### src/common/srdm_pkg.sv
//////////////////////////////////////////////////////////////////////////////
// Function
// - segment 255 replaced by redirect segment value
// - refresh request every refresh_interval clock cycles
// - refresh has priority over normal accesses, not over direct commands
// - automatic refresh only while refresh_ctrl_on set
// - request flag set requests one direct command
// - acknowledge flag set after command executed
// - acknowledge held until request flag cleared
// - acknowledge cleared one clock after request clears
// - direct pin pattern drives SDRAM control pins
// - mode register set drives fixed mode word address, bit 10 from pattern bit 0
// - size select picks two or four banks
// - bank windows start at fixed SDRAM addresses
// - second ROM base follows ROM size field
// - second chip select enable gates ROM select
// - direct mode bypasses normal access machines
//////////////////////////////////////////////////////////////////////////////
package srdm_pkg;
  localparam logic [3:0]  OFF_SEG_REDIRECT = 4'h0;
  localparam logic [3:0]  OFF_REFRESH      = 4'h4;
  localparam logic [3:0]  OFF_CONTROL      = 4'h8;
  localparam logic [3:0]  OFF_PINS         = 4'hC;
  localparam logic [15:0] RST_SEG_REDIRECT = 16'h00FF;
  localparam logic [15:0] RST_REFRESH      = 16'h03E8;
  localparam logic [15:0] RST_CONTROL      = 16'h0000;
  localparam logic [15:0] RST_PINS         = 16'h0000;
  localparam int          BIT_REQ          = 0;
  localparam int          BIT_ACK          = 1;
  localparam int          BIT_SIZE         = 2;
  localparam int          BIT_REFON        = 3;
  localparam logic [7:0]  SEG_REDIRECTED   = 8'hFF;
  // mode word: burst length 4, linear wrap, cas latency 3
  localparam logic [11:0] MODE_WORD        = 12'h032;
  localparam logic [23:0] BANK_BASE        = 24'h800000;
  localparam logic [23:0] ROM2_NONE        = 24'h000000;
  localparam logic [23:0] ROM2_B110        = 24'h200000;
  localparam logic [23:0] ROM2_B101        = 24'h100000;
  localparam logic [23:0] ROM2_B100        = 24'h080000;
  localparam logic [23:0] ROM2_B011        = 24'h040000;
  localparam logic [23:0] ROM2_OTHER       = 24'h020000;
  localparam logic [1:0]  RESP_OKAY        = 2'h0;
  localparam logic [1:0]  RESP_SLVERR      = 2'h2;
  typedef enum logic [1:0] {DM_IDLE, DM_EXEC, DM_ACK} srdm_dstate_t;
endpackage

### src/logic/srdm_ctrl.sv
`timescale 1ns/100ps
module srdm_ctrl (
  input  wire logic        clock,            // 50 MHz clock
  input  wire logic        rst,              // sync reset, active high
  input  wire logic [3:0]  awaddr,           // write address
  input  wire logic        awvalid,          // write address valid
  output logic             awready,          // write address ready
  input  wire logic [31:0] wdata,            // write data
  input  wire logic [3:0]  wstrb,            // write byte strobes
  input  wire logic        wvalid,           // write data valid
  output logic             wready,           // write data ready
  output logic [1:0]       bresp,            // write response
  output logic             bvalid,           // write response valid
  input  wire logic        bready,           // write response ready
  input  wire logic [3:0]  araddr,           // read address
  input  wire logic        arvalid,          // read address valid
  output logic             arready,          // read address ready
  output logic [31:0]      rdata,            // read data
  output logic [1:0]       rresp,            // read response
  output logic             rvalid,           // read data valid
  input  wire logic        rready,           // read data ready
  input  wire logic [23:0] accAddr,          // cpu byte address
  input  wire logic        accValid,         // access request
  input  wire logic [2:0]  romSizeField,     // rom size reset field
  input  wire logic        secondChipSelEn,  // second chip select enable strap
  input  wire logic        fsmCsN,           // normal machine chip select
  input  wire logic        fsmRasN,          // normal machine ras
  input  wire logic        fsmCasN,          // normal machine cas
  input  wire logic        fsmWeN,           // normal machine write enable
  input  wire logic        fsmCke,           // normal machine clock enable
  input  wire logic [11:0] fsmAddr,          // normal machine address
  output logic [23:0]      mappedAddr,       // address after redirect
  output logic [1:0]       bankSel,          // sdram bank of access
  output logic             sdramHit,         // access targets sdram
  output logic             accGrant,         // normal access granted
  output logic             refreshReq,       // refresh request pulse
  output logic [23:0]      rom2Base,         // second rom base
  output logic             rom2Allowed,      // second rom possible
  output logic             secondRomSelN,    // second rom select, low active
  output logic             sdramCsN,         // sdram chip select
  output logic             sdramRasN,        // sdram ras
  output logic             sdramCasN,        // sdram cas
  output logic             sdramWeN,         // sdram write enable
  output logic             sdramCke,         // sdram clock enable
  output logic [11:0]      sdramAddr         // sdram address lines
);

  logic [15:0] segRedirect;
  logic [15:0] refreshInterval;
  logic        reqFlag;
  logic        ackFlag;
  logic        sizeSel;
  logic        refreshOn;
  logic [15:0] pinPattern;
  logic [15:0] refCount;
  logic        refPending;
  logic        awHeld;
  logic        wHeld;
  logic [3:0]  awAddrQ;
  logic [31:0] wDataQ;
  logic [3:0]  wStrbQ;
  logic        doWrite;
  logic [23:0] next_mapped;
  logic [1:0]  next_bank;
  logic        next_hit;
  logic [23:0] next_rom2;
  logic        strapTaken;
  logic        cselStrap;
  srdm_pkg::srdm_dstate_t dState;

  //////////////////////////////////////////////////////////////////////////////
  // axi write: address and data taken in either order, answer after both
  assign doWrite = awHeld && wHeld && !bvalid;

  always_ff @(posedge clock) begin
    if (rst) begin
      awready <= 1'b1;
      wready  <= 1'b1;
      awHeld  <= 1'b0;
      wHeld   <= 1'b0;
      awAddrQ <= 4'h0;
      wDataQ  <= 32'h00000000;
      wStrbQ  <= 4'h0;
      bvalid  <= 1'b0;
      bresp   <= srdm_pkg::RESP_OKAY;
    end else begin
      if (awvalid && awready) begin
        awHeld  <= 1'b1;
        awready <= 1'b0;
        awAddrQ <= awaddr;
      end
      if (wvalid && wready) begin
        wHeld  <= 1'b1;
        wready <= 1'b0;
        wDataQ <= wdata;
        wStrbQ <= wstrb;
      end
      if (doWrite) begin
        bvalid <= 1'b1;
        if (awAddrQ == srdm_pkg::OFF_SEG_REDIRECT || awAddrQ == srdm_pkg::OFF_REFRESH ||
            awAddrQ == srdm_pkg::OFF_CONTROL || awAddrQ == srdm_pkg::OFF_PINS) begin
          bresp <= srdm_pkg::RESP_OKAY;
        end else begin
          bresp <= srdm_pkg::RESP_SLVERR;
        end
      end
      if (bvalid && bready) begin
        bvalid  <= 1'b0;
        awHeld  <= 1'b0;
        wHeld   <= 1'b0;
        awready <= 1'b1;
        wready  <= 1'b1;
      end
    end
  end

  // register stores, low two byte lanes only
  always_ff @(posedge clock) begin
    if (rst) begin
      segRedirect     <= srdm_pkg::RST_SEG_REDIRECT;
      refreshInterval <= srdm_pkg::RST_REFRESH;
      reqFlag         <= srdm_pkg::RST_CONTROL[srdm_pkg::BIT_REQ];
      sizeSel         <= srdm_pkg::RST_CONTROL[srdm_pkg::BIT_SIZE];
      refreshOn       <= srdm_pkg::RST_CONTROL[srdm_pkg::BIT_REFON];
      pinPattern      <= srdm_pkg::RST_PINS;
    end else if (doWrite) begin
      if (awAddrQ == srdm_pkg::OFF_SEG_REDIRECT) begin
        if (wStrbQ[0]) segRedirect[7:0] <= wDataQ[7:0];
      end else if (awAddrQ == srdm_pkg::OFF_REFRESH) begin
        if (wStrbQ[0]) refreshInterval[7:0] <= wDataQ[7:0];
        if (wStrbQ[1]) refreshInterval[15:8] <= {5'h00, wDataQ[10:8]};
      end else if (awAddrQ == srdm_pkg::OFF_CONTROL) begin
        if (wStrbQ[0]) begin
          reqFlag   <= wDataQ[srdm_pkg::BIT_REQ];
          sizeSel   <= wDataQ[srdm_pkg::BIT_SIZE];
          refreshOn <= wDataQ[srdm_pkg::BIT_REFON];
        end
      end else if (awAddrQ == srdm_pkg::OFF_PINS) begin
        if (wStrbQ[0]) pinPattern <= {10'h000, wDataQ[5:0]};
      end
    end
  end

  //////////////////////////////////////////////////////////////////////////////
  // axi read: one cycle after address taken
  always_ff @(posedge clock) begin
    if (rst) begin
      arready <= 1'b1;
      rvalid  <= 1'b0;
      rdata   <= 32'h00000000;
      rresp   <= srdm_pkg::RESP_OKAY;
    end else if (arvalid && arready) begin
      arready <= 1'b0;
      rvalid  <= 1'b1;
      rresp   <= srdm_pkg::RESP_OKAY;
      if (araddr == srdm_pkg::OFF_SEG_REDIRECT) begin
        rdata <= {16'h0000, segRedirect};
      end else if (araddr == srdm_pkg::OFF_REFRESH) begin
        rdata <= {16'h0000, refreshInterval};
      end else if (araddr == srdm_pkg::OFF_CONTROL) begin
        rdata <= {28'h0000000, refreshOn, sizeSel, ackFlag, reqFlag};
      end else if (araddr == srdm_pkg::OFF_PINS) begin
        rdata <= {16'h0000, pinPattern};
      end else begin
        rdata <= 32'h00000000;
        rresp <= srdm_pkg::RESP_SLVERR;
      end
    end else if (rvalid && rready) begin
      rvalid  <= 1'b0;
      arready <= 1'b1;
    end
  end

  //////////////////////////////////////////////////////////////////////////////
  // refresh timer; tiny intervals starve traffic since refresh always wins
  always_ff @(posedge clock) begin
    if (rst || !refreshOn) begin
      refCount   <= 16'h0000;
      refreshReq <= 1'b0;
    end else if (refCount >= refreshInterval - 16'h0001) begin
      refCount   <= 16'h0000;
      refreshReq <= 1'b1;
    end else begin
      refCount   <= refCount + 16'h0001;
      refreshReq <= 1'b0;
    end
  end

  // pending refresh held while direct mode busy; no normal grant meanwhile
  always_ff @(posedge clock) begin
    if (rst) begin
      refPending <= 1'b0;
      accGrant   <= 1'b0;
    end else begin
      refPending <= refreshReq || (refPending && dState != srdm_pkg::DM_IDLE);
      accGrant   <= accValid && !refreshReq && !refPending && dState == srdm_pkg::DM_IDLE
                    && !reqFlag;
    end
  end

  //////////////////////////////////////////////////////////////////////////////
  // direct mode four-phase handshake
  always_ff @(posedge clock) begin
    if (rst) begin
      dState  <= srdm_pkg::DM_IDLE;
      ackFlag <= 1'b0;
    end else begin
      case (dState)
        srdm_pkg::DM_IDLE: begin
          ackFlag <= 1'b0;
          if (reqFlag) begin
            dState <= srdm_pkg::DM_EXEC;
          end
        end
        srdm_pkg::DM_EXEC: begin
          ackFlag <= 1'b1;
          dState  <= srdm_pkg::DM_ACK;
        end
        srdm_pkg::DM_ACK: begin
          if (!reqFlag) begin
            ackFlag <= 1'b0;
            dState  <= srdm_pkg::DM_IDLE;
          end
        end
        default: dState <= srdm_pkg::DM_IDLE;
      endcase
    end
  end

  // sdram pins: pattern during the command cycle, normal machines when idle without request, deselected otherwise
  always_ff @(posedge clock) begin
    if (rst) begin
      sdramCsN  <= 1'b1;
      sdramRasN <= 1'b1;
      sdramCasN <= 1'b1;
      sdramWeN  <= 1'b1;
      sdramCke  <= 1'b1;
      sdramAddr <= 12'h000;
    end else if (dState == srdm_pkg::DM_EXEC) begin
      sdramAddr <= {srdm_pkg::MODE_WORD[11], pinPattern[0], srdm_pkg::MODE_WORD[9:0]};
      sdramWeN  <= pinPattern[1];
      sdramCasN <= pinPattern[2];
      sdramRasN <= pinPattern[3];
      sdramCsN  <= pinPattern[4];
      sdramCke  <= pinPattern[5];
    end else if (dState == srdm_pkg::DM_IDLE && !reqFlag) begin
      sdramCsN  <= fsmCsN;
      sdramRasN <= fsmRasN;
      sdramCasN <= fsmCasN;
      sdramWeN  <= fsmWeN;
      sdramCke  <= fsmCke;
      sdramAddr <= fsmAddr;
    end else begin
      sdramCsN  <= 1'b1; // deselect while waiting, keep clock enable
    end
  end

  //////////////////////////////////////////////////////////////////////////////
  // address map
  always_comb begin
    next_mapped = accAddr;
    if (accAddr[23:16] == srdm_pkg::SEG_REDIRECTED) begin
      next_mapped[23:16] = segRedirect[7:0];
    end
    next_hit = next_mapped[23];
    if (sizeSel) begin
      next_bank = next_mapped[22:21];
    end else begin
      next_bank = {1'b0, next_mapped[20]};
      next_hit  = next_mapped[23:21] == srdm_pkg::BANK_BASE[23:21];
    end
    if (romSizeField == 3'b110) begin
      next_rom2 = srdm_pkg::ROM2_B110;
    end else if (romSizeField == 3'b101) begin
      next_rom2 = srdm_pkg::ROM2_B101;
    end else if (romSizeField == 3'b100) begin
      next_rom2 = srdm_pkg::ROM2_B100;
    end else if (romSizeField == 3'b011) begin
      next_rom2 = srdm_pkg::ROM2_B011;
    end else if (romSizeField == 3'b111) begin
      next_rom2 = srdm_pkg::ROM2_NONE;
    end else begin
      next_rom2 = srdm_pkg::ROM2_OTHER;
    end
  end

  // strap caught once after reset release
  always_ff @(posedge clock) begin
    if (rst) begin
      strapTaken <= 1'b0;
      cselStrap  <= 1'b1;
    end else if (!strapTaken) begin
      strapTaken <= 1'b1;
      cselStrap  <= secondChipSelEn;
    end
  end

  always_ff @(posedge clock) begin
    if (rst) begin
      mappedAddr    <= 24'h000000;
      bankSel       <= 2'h0;
      sdramHit      <= 1'b0;
      rom2Base      <= 24'h000000;
      rom2Allowed   <= 1'b0;
      secondRomSelN <= 1'b1;
    end else begin
      mappedAddr    <= next_mapped;
      bankSel       <= next_bank;
      sdramHit      <= next_hit && accValid;
      rom2Base      <= next_rom2;
      rom2Allowed   <= romSizeField != 3'b111;
      secondRomSelN <= !(accValid && !cselStrap && romSizeField != 3'b111 && !next_hit
                         && next_mapped >= next_rom2);
    end
  end
endmodule

### config.mk
export PLATFORM = sky130hd
export DESIGN_NAME = srdm_ctrl
export DESIGN_NICKNAME = d
export VERILOG_FILES = /design/src/common/srdm_pkg.sv /design/src/logic/srdm_ctrl.sv
export SDC_FILE = /design/constraint.sdc
export NUM_CORES = 1
export LEC_CHECK = 0
export ABC_AREA = 0
export BUFFER_PORTS_ARGS = -buffer_cell sky130_fd_sc_hd__buf_2
export CORE_MARGIN = 4
export CORE_UTILIZATION = 54
export CTS_CLUSTER_DIAMETER = 30
export CTS_CLUSTER_SIZE = 40
export DETAILED_ROUTE_END_ITERATION = 8
export PLACE_DENSITY = 0.82
export SYNTH_ARGS = -nofsm -noshare
export SYNTH_HDL_FRONTEND = slang
export SYNTH_SLANG_ARGS = --single-unit
export TNS_END_PERCENT = 100
### constraint.sdc
create_clock -name clock -period 8.6 [get_ports clock]
set_clock_uncertainty 0.05 [all_clocks]
set_input_delay 0.86 -clock clock [delete_from_list [all_inputs] [get_ports clock]]
set_output_delay 0.86 -clock clock [all_outputs]
set_load 0.005 [all_outputs]
==> metrics <==
Routed WL per cell=15.59 µm; WP data arrival=3630 ps; Final nets=920; post-route setup TNS=0 ps; core area=10890 µm²; gr usage total=22.67%; diode count=0; clk_lat worst skew=510 ps; Yosys reg bits=140; HP Class=reg -> reg; layout cells sized above 1=23.52%; Ports=210; initial detailed-routing violation count=345; Cells after Synth=661; Max Transition Viols Final=0; Placer Congestion=0.8621; critical path data required time=8990 ps; area grow syn2layout=20.73%; synth unique cells=54; Post-synth ARST share=0%; Clock Tree Buf Depth=2; Die Span Y=113.7 µm; total of warnings raised by yosys=0; Final Hold Fails=0; RSZ-0062 raised after global routing=no; CTS buffer count=17; number of port buffers=144; VDD IR-drop max=0.0001728 V; dpl ws=5370 ps; final setup fails=0; CTS hold repair buffers=0; Area contributors post-synth=dfxtp_1, nand2_1, buf_4; drt first pass iters=5; post-detail-place hpwl=10830 µm; Remaining Overflow, GRT=0; CTS tree=done; Seq/Total Area, Yosys=46.44%; die area=12930 µm²; Sink Count=140; Netlist Area Pre-Place=6035 µm²; P per Cell Area=209.0 nW/µm²; startpoint type of the worst setup path=flip-flop; design area=7286 µm²; Final ANT Viol Nets=0; DRC Markers=0; Tmin final=3245 ps; post_cts resized=0; FMAX=308.1 MHz; EDFF count, synth=0; Post-synth top cells=dfxtp_1, nand2_1, nor2_1; Routed WL=14840 µm; max_slew headroom=18.33%; CP Capture Type=flip-flop; WS Path Type=reg -> reg; outcome=finished, final reports clean; Die Width=113.7 µm; Avg Cell Area, Syn=9.129 µm²; post-synth top area share=46.44%; Reg clk slew, reported paths=60 ps; Vias=5110; Post-synth top flop=dfxtp_1; initial antenna violation count=0; vias in the first global route=4969; first-pass GRT wire length=23630 µm; largest net degree at the start of global routing=87; CP max FO=16; Final Cycle Share=37.73%; leakage dissipation=3.358 nW; Initial Util=55.42%; Root Buffer=clkbuf_8; slew of the pin with the lowest slew margin=1208 ps; max-cap violation count=0; Post-CTS Setup Bufs=0; post-synth top area cell=dfxtp_1; Post-Place Cell Area=6686 µm²; Power, Total=1.523 mW; Fillers=853; H-tree depth=4; Final WS setup=5355 ps; via/cell ratio=5.368; Rows=38; most frequent cell after synthesis=dfxtp_1
[report_power, final]
part	switching, mW	internal (mW)	leakage (nW)	total [mW]
registers	0.0141	0.672	1.15	0.686
clock network	0.287	0.447	0.290	0.734
logic	0.0584	0.0445	1.92	0.103
[final timing paths]
path / from / to / slack (ps) / depth (start not counted)
setup / recovery: refreshInterval[6] / refCount[3] / 5350 / 8
hold / removal: rdata[10] / rdata[10] / 400 / 2
setup reg to reg: refreshInterval[6] / refCount[3] / 5350 / 8
hold reg to reg: rdata[10] / rdata[10] / 400 / 2
[sequential cells by signal, summed over array words and instances (netlist names), 2 cells and up]
signal / flops
rom2Base: 5
bankSel: 2
wStrbQ: 2
awAddrQ: 4
dState: 2
rdata: 11
sdramAddr: 12
mappedAddr: 24
refCount: 16
segRedirect: 8
refreshInterval: 11
wDataQ: 11
pinPattern: 6
[area by class of cell]
type | count | area, µm² | area share, %
clock inverter | 14 | 185.2 | 2.542
sequential | 140 | 2803 | 38.47
timing repair buffer | 146 | 735.7 | 10.10
inverter | 11 | 41.29 | 0.5667
tap | 140 | 175.2 | 2.404
multi-input combinational | 484 | 2932 | 40.24
clock buffer | 17 | 414.1 | 5.684
[worst max-delay path, cell delays in order, from the launching register on]
cell and delay (ps):
dfxtp_1 390, or4_1 580, or3_1 430, ha_1 330
and2_0 170, a221o_1 310, a221oi_2 390, o2111ai_4 330
nor2_1 190
[logic make-up after synthesis]
family,share of synthesized area (%)
other cells,0.06214
xor+xnor,3.338
flops,46.44
compound gates,10.04
mux,6.262
fa+ha+maj,4.769
buf+inv,7.630
simple gates,21.46
[per-stage QoR]
step           hold WS [ps]  util [%]  cells
4_1_cts               402.0     66.92    952
2_1_floorplan         343.2         -    702
3_3_place_gp          358.7     61.41    921
3_5_place_dp          392.8     61.41    921
5_1_grt               413.4     66.92    952
6_report              399.0     66.92    952
[routing by layer]
layer	track usage, %	routed length [µm]
met4	7.372	260
met5	0	0
met2	38.63	7399
met1	28.21	6020
met3	5.570	1156
[layout by cell type, fill, tap and decap left out, drive strengths merged, types with 11 or more instances in the layout]
cell | synthesis | routed
nor3 | 22 | 22
o21ai | 13 | 13
xor2 | 11 | 11
xnor2 | 12 | 12
dfxtp | 140 | 140
a221oi | 12 | 12
buf | 46 | 146
a21oi | 40 | 40
inv | 11 | 16
conb | 1 | 42
nor2b | 24 | 24
ha | 23 | 23
clkbuf | 21 | 17
nand2 | 88 | 88
mux2i | 31 | 31
nor2 | 64 | 64
nand3 | 16 | 16
(Power assumes the default switching activity.)
